File: src/rtl/dpgpio_params.svh
`ifndef DPGPIO_PARAMS_SVH
`define DPGPIO_PARAMS_SVH
`define DPGPIO_ADDR_PORT0_DATA 8'h80
`define DPGPIO_ADDR_PORT1_DATA 8'h90
`define DPGPIO_ADDR_PORT0_DIR 8'h94
`define DPGPIO_ADDR_PORT0_SEL 8'h95
`define DPGPIO_ADDR_PORT1_DIR 8'h96
`define DPGPIO_ADDR_PORT1_SEL 8'h97
`define DPGPIO_RST_DATA 8'hff
`define DPGPIO_RST_DIR 8'hff
`define DPGPIO_RST_SEL 8'h00
`define DPGPIO_RST_P1_DATA 3'h7
`define DPGPIO_RST_PORT1_DIRECTION 3'h7
`define DPGPIO_RST_P1_SEL 3'h0
`define DPGPIO_BIT_RXD 1
`define DPGPIO_BIT_TXD 2
`define DPGPIO_BIT_IRQA 3
`define DPGPIO_BIT_IRQB 4
`define DPGPIO_BIT_T0 5
`define DPGPIO_BIT_T1 6
`define DPGPIO_BIT_PWM 7
`endif

File: src/rtl/dpgpio_pkg.sv
package dpgpio_pkg;
  typedef enum logic [1:0] {
    DPGPIO_ROUTE_OFF = 2'h0,
    DPGPIO_ROUTE_PINS = 2'h1,
    DPGPIO_ROUTE_RADIO = 2'h2,
    DPGPIO_ROUTE_RSVD = 2'h3
  } dpgpio_route_t;
endpackage : dpgpio_pkg

File: src/rtl/dpgpio_pin_mux.sv
`timescale 1ns/1ps
`default_nettype none
`include "dpgpio_params.svh"
module dpgpio_pin_mux
  import dpgpio_pkg::*;
(
  input wire logic ref_clk,
  input wire logic rstn,
  input wire logic [7:0] sfr_addr,
  input wire logic sfr_wr,
  input wire logic [7:0] sfr_wdata,
  output logic [7:0] sfr_rdata,
  input wire logic [1:0] spi_route,
  input wire logic [7:0] p0_pin_in,
  output logic [7:0] p0_pin_out,
  output logic [7:0] p0_pin_oe,
  input wire logic [1:0] p1_pin_in,
  output logic [1:0] p1_pin_out,
  output logic [1:0] p1_pin_oe,
  input wire logic input_only_pin,
  input wire logic uart_txd,
  output logic uart_rxd,
  input wire logic uart_rxd_out,
  input wire logic pwm_out,
  output logic ext_irq_a_n,
  output logic ext_irq_b_n,
  output logic timer0_count_in,
  output logic timer1_count_in,
  output logic timer2_count_in,
  input wire logic spi_sck,
  input wire logic spi_sdo,
  output logic spi_sdi
);
  // ****************************************
  // Registers
  // ****************************************
  logic [7:0] p0_data_q, port0_direction_q, p0_sel_q;
  logic [2:0] p1_data_q, port1_direction_q, p1_sel_q;
  logic [7:0] p0_meta_q, p0_sync_q;
  logic [2:0] p1_meta_q, p1_sync_q;
  logic [7:0] p0_oe_d, p0_out_d;
  logic [1:0] p1_oe_d, p1_out_d;
  logic spi_on;

  always_ff @(posedge ref_clk) begin
    if (!rstn) begin
      p0_data_q <= `DPGPIO_RST_DATA;
      port0_direction_q <= `DPGPIO_RST_DIR;
      p0_sel_q <= `DPGPIO_RST_SEL;
      p1_data_q <= `DPGPIO_RST_P1_DATA;
      port1_direction_q <= `DPGPIO_RST_PORT1_DIRECTION;
      p1_sel_q <= `DPGPIO_RST_P1_SEL;
    end else if (sfr_wr) begin
      case (sfr_addr)
        `DPGPIO_ADDR_PORT0_DATA: p0_data_q <= sfr_wdata;
        `DPGPIO_ADDR_PORT0_DIR: port0_direction_q <= sfr_wdata;
        `DPGPIO_ADDR_PORT0_SEL: p0_sel_q <= sfr_wdata;
        `DPGPIO_ADDR_PORT1_DATA: p1_data_q <= sfr_wdata[2:0];
        `DPGPIO_ADDR_PORT1_DIR: port1_direction_q <= sfr_wdata[2:0];
        `DPGPIO_ADDR_PORT1_SEL: p1_sel_q <= sfr_wdata[2:0];
        default: ;
      endcase
    end
  end

  // ****************************************
  // Pin synchronisers
  // ****************************************
  // Pins are asynchronous; two flops before any use
  always_ff @(posedge ref_clk) begin
    if (!rstn) begin
      p0_meta_q <= 8'h00;
      p0_sync_q <= 8'h00;
      p1_meta_q <= 3'h0;
      p1_sync_q <= 3'h0;
    end else begin
      p0_meta_q <= p0_pin_in;
      p0_sync_q <= p0_meta_q;
      p1_meta_q <= {input_only_pin, p1_pin_in};
      p1_sync_q <= p1_meta_q;
    end
  end

  // ****************************************
  // Port0 direction and output mux
  // ****************************************
  always_comb begin
    for (int i = 0; i < 8; i++) begin
      p0_oe_d[i] = ~port0_direction_q[i];
      p0_out_d[i] = p0_data_q[i];
    end
    // Bit 0 never looks at its select bit; boot memory select
    if (p0_sel_q[`DPGPIO_BIT_RXD]) begin
      p0_oe_d[`DPGPIO_BIT_RXD] = ~port0_direction_q[`DPGPIO_BIT_RXD];
      p0_out_d[`DPGPIO_BIT_RXD] = uart_rxd_out;
    end
    if (p0_sel_q[`DPGPIO_BIT_TXD]) begin
      p0_oe_d[`DPGPIO_BIT_TXD] = 1'b1;
      p0_out_d[`DPGPIO_BIT_TXD] = uart_txd;
    end
    for (int j = `DPGPIO_BIT_IRQA; j <= `DPGPIO_BIT_T1; j++) begin
      if (p0_sel_q[j]) begin
        p0_oe_d[j] = 1'b0;
      end
    end
    if (p0_sel_q[`DPGPIO_BIT_PWM]) begin
      p0_oe_d[`DPGPIO_BIT_PWM] = 1'b1;
      p0_out_d[`DPGPIO_BIT_PWM] = pwm_out;
    end
  end

  // ****************************************
  // Port1 routing
  // ****************************************
  assign spi_on = (dpgpio_route_t'(spi_route) == DPGPIO_ROUTE_PINS);
  always_comb begin
    p1_oe_d = ~port1_direction_q[1:0];
    p1_out_d = p1_data_q[1:0];
    if (spi_on) begin
      p1_oe_d = 2'h3;
      p1_out_d = {spi_sdo, spi_sck};
    end else if (p1_sel_q[0]) begin
      p1_oe_d[0] = 1'b0;
    end
  end

  // Outputs registered; all inputs under reset
  always_ff @(posedge ref_clk) begin
    if (!rstn) begin
      p0_pin_oe <= 8'h00;
      p0_pin_out <= 8'h00;
      p1_pin_oe <= 2'h0;
      p1_pin_out <= 2'h0;
    end else begin
      p0_pin_oe <= p0_oe_d;
      p0_pin_out <= p0_out_d;
      p1_pin_oe <= p1_oe_d;
      p1_pin_out <= p1_out_d;
    end
  end

  // Peripheral inputs; UART and IRQ idle high, timer and SPI inputs idle low when not selected
  always_ff @(posedge ref_clk) begin
    if (!rstn) begin
      uart_rxd <= 1'b1;
      ext_irq_a_n <= 1'b1;
      ext_irq_b_n <= 1'b1;
      timer0_count_in <= 1'b0;
      timer1_count_in <= 1'b0;
      timer2_count_in <= 1'b0;
      spi_sdi <= 1'b0;
    end else begin
      uart_rxd <= p0_sel_q[`DPGPIO_BIT_RXD] ? p0_sync_q[`DPGPIO_BIT_RXD] : 1'b1;
      ext_irq_a_n <= p0_sel_q[`DPGPIO_BIT_IRQA] ? p0_sync_q[`DPGPIO_BIT_IRQA] : 1'b1;
      ext_irq_b_n <= p0_sel_q[`DPGPIO_BIT_IRQB] ? p0_sync_q[`DPGPIO_BIT_IRQB] : 1'b1;
      timer0_count_in <= p0_sel_q[`DPGPIO_BIT_T0] & p0_sync_q[`DPGPIO_BIT_T0];
      timer1_count_in <= p0_sel_q[`DPGPIO_BIT_T1] & p0_sync_q[`DPGPIO_BIT_T1];
      timer2_count_in <= ~spi_on & p1_sel_q[0] & p1_sync_q[0];
      spi_sdi <= spi_on & p1_sync_q[2];
    end
  end

  // ****************************************
  // Read mux
  // ****************************************
  always_comb begin
    case (sfr_addr)
      `DPGPIO_ADDR_PORT0_DATA: sfr_rdata = (p0_pin_oe & p0_data_q) | (~p0_pin_oe & p0_sync_q);
      `DPGPIO_ADDR_PORT0_DIR: sfr_rdata = port0_direction_q;
      `DPGPIO_ADDR_PORT0_SEL: sfr_rdata = p0_sel_q;
      `DPGPIO_ADDR_PORT1_DATA:
        sfr_rdata = {5'h00, p1_sync_q[2], (p1_pin_oe & p1_data_q[1:0]) | (~p1_pin_oe & p1_sync_q[1:0])};
      `DPGPIO_ADDR_PORT1_DIR: sfr_rdata = {5'h00, port1_direction_q};
      `DPGPIO_ADDR_PORT1_SEL: sfr_rdata = {5'h00, p1_sel_q};
      default: sfr_rdata = 8'h00;
    endcase
  end
endmodule : dpgpio_pin_mux
`default_nettype wire

File: config.mk
export PLATFORM = sky130hd
export DESIGN_NAME = dpgpio_pin_mux
export DESIGN_NICKNAME = d
export VERILOG_FILES = /design/src/rtl/dpgpio_pkg.sv /design/src/rtl/dpgpio_pin_mux.sv
export VERILOG_INCLUDE_DIRS = /design/src /design/src/rtl
export SDC_FILE = /design/constraint.sdc
export NUM_CORES = 1
export LEC_CHECK = 0
export ABC_CLOCK_PERIOD_IN_PS = 1800
export BUFFER_PORTS_ARGS = -buffer_cell sky130_fd_sc_hd__buf_2
export CORE_MARGIN = 10
export CORE_UTILIZATION = 48
export DETAILED_ROUTE_END_ITERATION = 16
export PLACE_DENSITY = 0.75
export SKIP_CTS_REPAIR_TIMING = 1
export SLEW_MARGIN = 20
export SYNTH_ARGS = -nofsm -noshare
export SYNTH_HDL_FRONTEND = slang
export SYNTH_SLANG_ARGS = --single-unit
File: constraint.sdc
create_clock -name ref_clk -period 1.8 [get_ports ref_clk]
set_clock_uncertainty 0.05 [all_clocks]
set_input_delay 0.36 -clock ref_clk [delete_from_list [all_inputs] [get_ports ref_clk]]
set_output_delay 0.36 -clock ref_clk [all_outputs]
set_load 0.03 [all_outputs]
After elaboration in Yosys (flattened, before gate mapping):

Index checks and enable logic that the tools add are counted.

* mux-type cells: 10
* equal/unequal tests: 7
* reductions and logical operators: 13
* bitwise operators: 24

Operators by type and width (count)
* == test 8 bit (second input constant): 6
* case mux 8 bit (6 select lines): 1
* AND reduction 2 bit: 9
* bitwise AND 8 bit: 2
* inverter 1 bit: 10
* 2-to-1 mux 1 bit: 8
* inverter 8 bit: 1
* bitwise OR 8 bit: 1
* OR reduction 2 bit: 4
* bitwise AND 1 bit: 5
* bitwise AND 2 bit: 2
* inverter 2 bit: 2
* == test 2 x 1 -> 1 bit (second input constant): 1
* 2-to-1 mux 2 bit: 1
* bitwise OR 2 bit: 1

* register bits: 81
* logic and storage cells: 79
* input port bits: 37

Depth between registers and ports, before layout:

Gate-level depths: netlist (run 1).

* word-level depth: 4
* mapped depth: 5
* mapped depth without buffers: 3

Worst setup path after synthesis (run 1):

OpenSTA, ideal clock, no wires.

* kind: input to output
* start: input sfr_addr[5]
* end: output sfr_rdata[3]
* stages on the path: 3
* arrival time: 1.927 ns
* setup slack: -0.537 ns
* cells stage by stage: or4b_4 > or3_2 > o22ai_1

* word-level cells in the longest chain between the ends: 2

Ends and longest elaborated chain
* from (decl): RTL line dpgpio_pin_mux.sv:9 `input wire logic [7:0] sfr_addr,`
* == test 8 bit: RTL line dpgpio_pin_mux.sv:167 `case (sfr_addr)`
* case mux 8 bit (6 select lines) (*): RTL line dpgpio_pin_mux.sv:167
* to (decl): RTL line dpgpio_pin_mux.sv:12 `output logic [7:0] sfr_rdata,`

Every way passes the cells marked *; elsewhere a longest branch is shown, timed or not.

Worst setup path in the final report (run 1):

Ends and elaborated chain as after synthesis.

==> impl_summary.txt, run 1 <==
----------------------------------------------------
[Power and ir drop]
  Maximum vdd ir drop ... 579 µV
  Leakage component of the power ... 1.78 nW
  Cell area power density ... 862 mW/mm²
  Total Power Consumption ... 3.51 mW

[Timing]
  Final setup fails ... 8
  Unrepaired setup endpoints after global routing ... true
  Period Utilization, post-route ... 125%
  Pins Over Slew Limit ... 0
  Setup ws final ... -450 ps
  Slew headroom ... 67.5%
  Min Tclk post-route ... 2250 ps
  Worst Max-Slew Pin Slew ... 487 ps
  Upper clock frequency limit ... 445 MHz
  Endpoints failing hold ... 0

[Worst setup path]
  Critical path startpoint category ... primary input
  Required time of the critical path ... 1390 ps
  Startpoint of the worst register-to-register path ... p0_sel_q[2]
  Critical Path AT ... 1840 ps
  Type of the worst setup path ... in -> out
  Worst reg2reg path endpoint ... p0_pin_out[2]
  Depth of the worst register-to-register path ... 2
  Highest fanout seen on the critical path ... 5
  Nature of the critical path endpoint ... output pin
  Worst setup slack for register-to-register paths ... 980 ps

[Final layout]
  Final layout net count ... 415
  Antenna cells ... 0
  Final std cells w/o fill ... 460
  Cell area after layout ... 0.00407 mm²
  Synthesis-to-layout area growth ... 31.2%
  Fraction of layout instances using a drive strength above 1 ... 35.8%

[Synthesis]
  Mapped Avg Cell Area ... 10.8 µm²
  Portion of the post-synthesis area used by sequential elements ... 52.3%
  Ys flop type ... dfxtp_1
  Ys Warns ... 0
  Cell Area, Synth ... 0.00310 mm²
  Number of enable-type register cells in the synthesized netlist ... 0
  Number of distinct library cells after synthesis ... 27
  Post-synthesis async set-or-reset flop share ... 0%
  Synthesized flop and latch total ... 81
  Synthesized instance count ... 286
  Post-synthesis net count ... 323

[Hold path]
  Endpoint, Worst Hold ... p1_meta_q[2]
  Worst min-delay path startpoint ... input_only_pin
  Cell depth of the worst hold path ... 2
  Hold Crit Class ... in -> reg

[Drt]
  Starting DRC count in detailed routing ... 50
  Total Routed Length ... 7.11 mm
  Drc violations ... 0
  Routed wirelength normalized by instance count ... 15.5 µm
  Count of nets left with antenna violations after detail routing ... 0
  Number of vias after detailed routing ... 2,281
  Average via count per standard cell ... 4.96
  DRT Pass-1 Iters ... 5

[Clock tree]
  H-tree level count ... 3
  Clock-pin slew reported for the worst setup and hold paths after clock tree synthesis ... 80 ps
  Worst-Skew Late Latency ... 350 ps
  CTS tree ... built
  Clock root buffer ... clkbuf_8
  # clock sinks ... 81
  Number of buffers on the longest clock path ... 2
  Total clock buffers created by CTS ... 9

[Die]
  Top-Level Pins ... 72
  Number of rows in the core area ... 29
  Area of the core ... 0.00631 mm²
  Floorplan die area ... 0.0101 mm²
  Chip Height ... 100 µm
  Initial standard-cell utilization of the core ... 49.1%
  Width of the die ... 100 µm

[Placement]
  Number of input and output port buffers inserted ... 71
  Placed wire-length estimate ... 5.29 mm
  Worst setup timing slack at the placement stage ... -461 ps
  Routability cong. ... 0.754
  Dpl cell area ... 0.00380 mm²
  Total placed cells including tap cells ... 444

[GRT]
  First-pass GRT wire length ... 11.6 mm
  Number of antenna violations at the first check in global routing ... 0
  Maximum number of pins on one net before global-route repair ... 42
  Via count of the first global-routing pass ... 2,416
  GR Overflow Total ... 0
  Tot GR Track Use ... 14.5%

[Status]
  Violated checks ... setup timing
  Run status ... complete, but fails checks

[Run]
  Number of violations of the max-capacitance limit ... 0

----------------------------------------------------
==> cells in the final DEF, fill, tap and decap left out, drive strengths merged, types with 2 or more instances in the layout <==
master	count
and3	3
a21boi	2
clkinvlp	2
o22ai	8
nor2b	39
inv	6
o21a	2
nand3	3
nand2	22
buf	96
clkbuf	15
mux2	3
mux4	3
or3	3
and2	27
dfxtp	81
mux2i	52
nand3b	5
==> metal layers <==
metal  track usage [%]  vias to the layer above  routed length [µm]  share of wire, %
met2              23.9                       62                3500                49
li1                  -                     1142                   -                 -
met4              8.04                        0                 197               2.8
met5                 0                        -                   0                 0
met3              4.12                       18                 424               6.0
met1              16.6                     1059                2990                42
==> how the worst max path moves through the flow <==
stage / startpoint / endpoint / slack (ps)
final: sfr_addr[5] / sfr_rdata[3] / -450
after global routing: sfr_addr[5] / sfr_rdata[3] / -480
after CTS: sfr_addr[5] / sfr_rdata[4] / -470
after detailed placement: sfr_addr[5] / sfr_rdata[4] / -460
after global placement: sfr_addr[5] / sfr_rdata[4] / -460
after floorplan: sfr_addr[5] / sfr_rdata[3] / -220
==> kinds of logic (layout without fill, tap and decap cells) <==
kind of cell | after synthesis | count (layout) | synth area share [%]
simple gates | 111 | 111 | 21.8
flops | 81 | 81 | 52.3
mux | 58 | 58 | 20.1
buf+inv | 24 | 121 | 3.23
compound gates | 12 | 12 | 2.58
==> synthesized netlist by cell type, drive strengths merged, types with 2 or more instances <==
cell    count  area, µm²
nand2      22       82.6
nor2b      39        244
mux2        3       33.8
nand3b      5       37.5
o21a        2       15.0
mux4        3       67.6
buf         3       21.3
and3        3       18.8
dfxtp      81       1620
or3         3       22.5
o22ai       8       50.1
and2       27        169
inv         6       22.5
a21boi      2       15.0
nand3       3       15.0
mux2i      52        521
clkbuf     15       56.3
==> area by class of cell <==
class | instances | area [µm²]
clock inverters | 4 | 50.0
fillers | 527 | 2250
inverters | 6 | 22.5
well taps | 77 | 96.3
flip-flops and latches | 81 | 1620
clock buffers | 12 | 165
repair buffers | 99 | 629
multi-input cells | 181 | 1480
==> stage by stage <==
step | hold slack (ps) | TNS, ps | utilization [%]
3_3_place_gp | 365 | -7240 | 60.2
2_1_floorplan | 348 | -1120 | -
5_1_grt | 154 | -3310 | 64.4
3_5_place_dp | 371 | -7730 | 60.2
6_report | 161 | -2770 | 64.4
4_1_cts | 150 | -2990 | 63.6
==> power breakdown <==
part           internal, mW  total, mW  switching, mW
combinational         0.137      0.280          0.143
clock                 0.752       1.39          0.634
sequential             1.83       1.84         0.0116
==> worst max-delay path, stage by stage <==
cell and delay [ps]:
buf_6 90, or4b_4 540, or3_4 480, o22ai_4 210, buf_6 150
==> sequential cells by signal, indices dropped and copies added, names as in the netlist, 2 cells and up <==
| name | cells |
|---|---|
| port0_direction_q | 8 |
| p0_sync_q | 8 |
| p0_pin_out | 8 |
| p0_meta_q | 8 |
| p1_pin_oe | 2 |
| p0_sel_q | 8 |
| port1_direction_q | 3 |
| p1_meta_q | 3 |
| p0_data_q | 8 |
| p1_data_q | 2 |
| p1_pin_out | 2 |
| p1_sync_q | 3 |
| p0_pin_oe | 8 |
| p1_sel_q | 3 |
(Power assumes the default switching activity.)
==> inputs of run 2 (changes only) <==
PLACE_DENSITY = 0.78   (was 0.75)
==> run 2 against run 1 <==
Combinational power grew 4%. Flip-flop and latch count is the same. Largest cell class unchanged. Worst setup slack gained 30 ps. Critical path type unchanged. Core utilization grew 0.79 points. Total power grew 1.7%. The run still ends with setup timing left. Highest routed layer unchanged. Global-route usage shrank 0.22 points. Final cell count shrank 0.22%. Register-to-register slack is essentially flat. Clock-buffer cell count shrank 1.
==> impl_summary.txt, run 2 (synthesis results as in run 1) <==
----------------------------------------------------
[Die]
  Width of the die ... 100 µm (unchanged)
  Number of rows in the core area ... 29 (unchanged)
  Floorplan die area ... 0.0101 mm² (unchanged)
  Chip Height ... 100 µm (unchanged)
  Initial standard-cell utilization of the core ... 49.1% (unchanged)
  Area of the core ... 0.00631 mm² (unchanged)
  Top-Level Pins ... 72 (unchanged)

[GRT]
  GR Overflow Total ... 0 (unchanged)
  Tot GR Track Use ... 14.3% (-0.22 points)
  Number of antenna violations at the first check in global routing ... 0 (unchanged)
  Maximum number of pins on one net before global-route repair ... 26 (-38%)
  First-pass GRT wire length ... 11.4 mm (-2.0%)
  Via count of the first global-routing pass ... 2,292 (-5.1%)

[Hold path]
  Cell depth of the worst hold path ... 2 (unchanged)
  Endpoint, Worst Hold ... p0_meta_q[6]
  Hold Crit Class ... in -> reg
  Worst min-delay path startpoint ... p0_pin_in[6]

[Run]
  Number of violations of the max-capacitance limit ... 0 (unchanged)

[Worst setup path]
  Worst reg2reg path endpoint ... p0_pin_out[1]
  Kind of cell with the highest combined delay on the critical path ... simple AND/OR/NAND/NOR gates
  Type of the worst setup path ... in -> out
  Master of the slowest instance on the critical path ... or4b_4
  Depth of the worst register-to-register path ... 2 (unchanged)
  Startpoint of the worst register-to-register path ... p0_sel_q[1]
  Critical Path AT ... 1810 ps (-30 ps)
  Critical path startpoint category ... primary input
  Worst setup slack for register-to-register paths ... 970 ps (about the same)
  Highest fanout seen on the critical path ... 5 (unchanged)
  CP max stage delay ... 550 ps (about the same)
  Required time of the critical path ... 1390 ps (about the same)
  CP Buf/Inv Count ... 2 (unchanged)
  Launching instance or port of the critical path ... sfr_addr[5]
  Critical Path, Cell by Cell ... buf_8 -> or4b_4 -> or3_4 -> o22ai_4 -> buf_6
  Nature of the critical path endpoint ... output pin

[Status]
  Violated checks ... setup timing
  Run status ... complete, but fails checks

[Timing]
  Pins Over Slew Limit ... 0 (unchanged)
  Endpoints failing hold ... 0 (unchanged)
  Min Tclk post-route ... 2220 ps (-29.6 ps)
  Final setup fails ... 8 (unchanged)
  Upper clock frequency limit ... 450 MHz (+1.3%)
  Worst Max-Slew Pin Slew ... 497 ps (+10.2 ps)
  Slew headroom ... 66.8% (-0.68 points)
  Setup ws final ... -420 ps (+29.6 ps)
  Period Utilization, post-route ... 123% (-1.6 points)
  Unrepaired setup endpoints after global routing ... true

[Placement]
  Number of input and output port buffers inserted ... 71 (unchanged)
  Placed wire-length estimate ... 5.31 mm (+0.53%)
  Dpl cell area ... 0.00376 mm² (-0.92%)
  Total placed cells including tap cells ... 441 (-0.68%)
  Routability cong. ... 0.757 (+0.37%)

[Clock tree]
  Clock-pin slew reported for the worst setup and hold paths after clock tree synthesis ... 80 ps (about the same)
  Worst-Skew Late Latency ... 350 ps (about the same)
  Clock root buffer ... clkbuf_8
  Total clock buffers created by CTS ... 9 (unchanged)
  # clock sinks ... 81 (unchanged)
  CTS tree ... built
  Number of buffers on the longest clock path ... 2 (unchanged)
  H-tree level count ... 3 (unchanged)

[Drt]
  Total Routed Length ... 7.32 mm (+2.9%)
  Count of nets left with antenna violations after detail routing ... 0 (unchanged)
  Starting DRC count in detailed routing ... 50 (unchanged)
  Routed wirelength normalized by instance count ... 15.9 µm (+3.1%)
  DRT Pass-1 Iters ... 5 (unchanged)
  Number of vias after detailed routing ... 2,244 (-1.6%)
  Average via count per standard cell ... 4.89 (-1.4%)
  Drc violations ... 0 (unchanged)

[Final layout]
  Final std cells w/o fill ... 459 (-0.22%)
  Antenna cells ... 0 (unchanged)
  Fraction of layout instances using a drive strength above 1 ... 36.6% (+0.88 points)
  Final layout net count ... 414 (-0.24%)
  Commonest cells after routing, fill and taps aside ... dfxtp_1, buf_2, mux2i_1
  Filler cell count ... 519 (-1.5%)
  Most common cell after layout, fill and taps aside ... dfxtp_1
  Synthesis-to-layout area growth ... 32.8%
  Cell area after layout ... 0.00412 mm² (+1.2%)

[Power and ir drop]
  Cell area power density ... 867 mW/mm² (+0.47%)
  Leakage component of the power ... 1.79 nW (+0.82%)
  Maximum vdd ir drop ... 658 µV (+14%)

----------------------------------------------------
[run 2: changes by cell type in the layout (fill, tap and decap cells not counted), moves of 2 or more]
cell | previous run | this run
clkbuf_4 | 3 | 0
buf_4 | 27 | 25
buf_6 | 7 | 11
o22ai_2 | 3 | 1
dfxtp_2 | 0 | 3
o22ai_4 | 5 | 7
clkbuf_1 | 0 | 2
dfxtp_1 | 81 | 78
clkbuf_8 | 12 | 9
[run 2: metrics by stage]
step | utilization [%] | total power, mW | setup TNS (ps) | worst slack, ps | hold WS [ps]
detailed placement | 59.6 | 2.15 | -7380 | -455 | 367
CTS | 63.0 | 3.56 | -3010 | -463 | 146
floorplan | - | 2.04 | -1120 | -224 | 348
finish | 65.2 | 3.57 | -2660 | -420 | 152
global placement | 59.6 | 2.15 | -6800 | -461 | 363
global route | 65.2 | 3.70 | -2990 | -439 | 135
[run 2: per-layer routing]
metal / up-vias / global-route usage (%) / share of wire (%)
li1: 1145 / - / -
met1: 1048 / 17.1 / 44
met2: 45 / 22.6 / 49
met3: 6 / 5.91 / 5.5
met4: 0 / 5.22 / 0.97
met5: - / 0 / 0
[run 2: worst max path at each step]
stage / to / cells past startpoint
finish: sfr_rdata[5] / 5
CTS: sfr_rdata[4] / 5
detailed placement: sfr_rdata[4] / 5
floorplan: sfr_rdata[3] / 3
global placement: sfr_rdata[4] / 5
global route: sfr_rdata[4] / 5
[run 2: area by class of cell]
| type | instances | area, µm² | area share [%] |
|---|---|---|---|
| inverter | 6 | 22.5 | 0.547 |
| timing repair buffer | 98 | 632 | 15.3 |
| tap | 77 | 96.3 | 2.34 |
| clock buffer | 11 | 131 | 3.19 |
| multi-input combinational | 181 | 1530 | 37.1 |
| clock inverter | 5 | 80.1 | 1.95 |
| sequential | 81 | 1630 | 39.5 |
[run 2: power by group]
| group | switching [mW] | internal (mW) | total (mW) |
|---|---|---|---|
| Sequential | 0.0118 | 1.83 | 1.84 |
| Combinational | 0.152 | 0.139 | 0.291 |
| Clock | 0.655 | 0.780 | 1.44 |
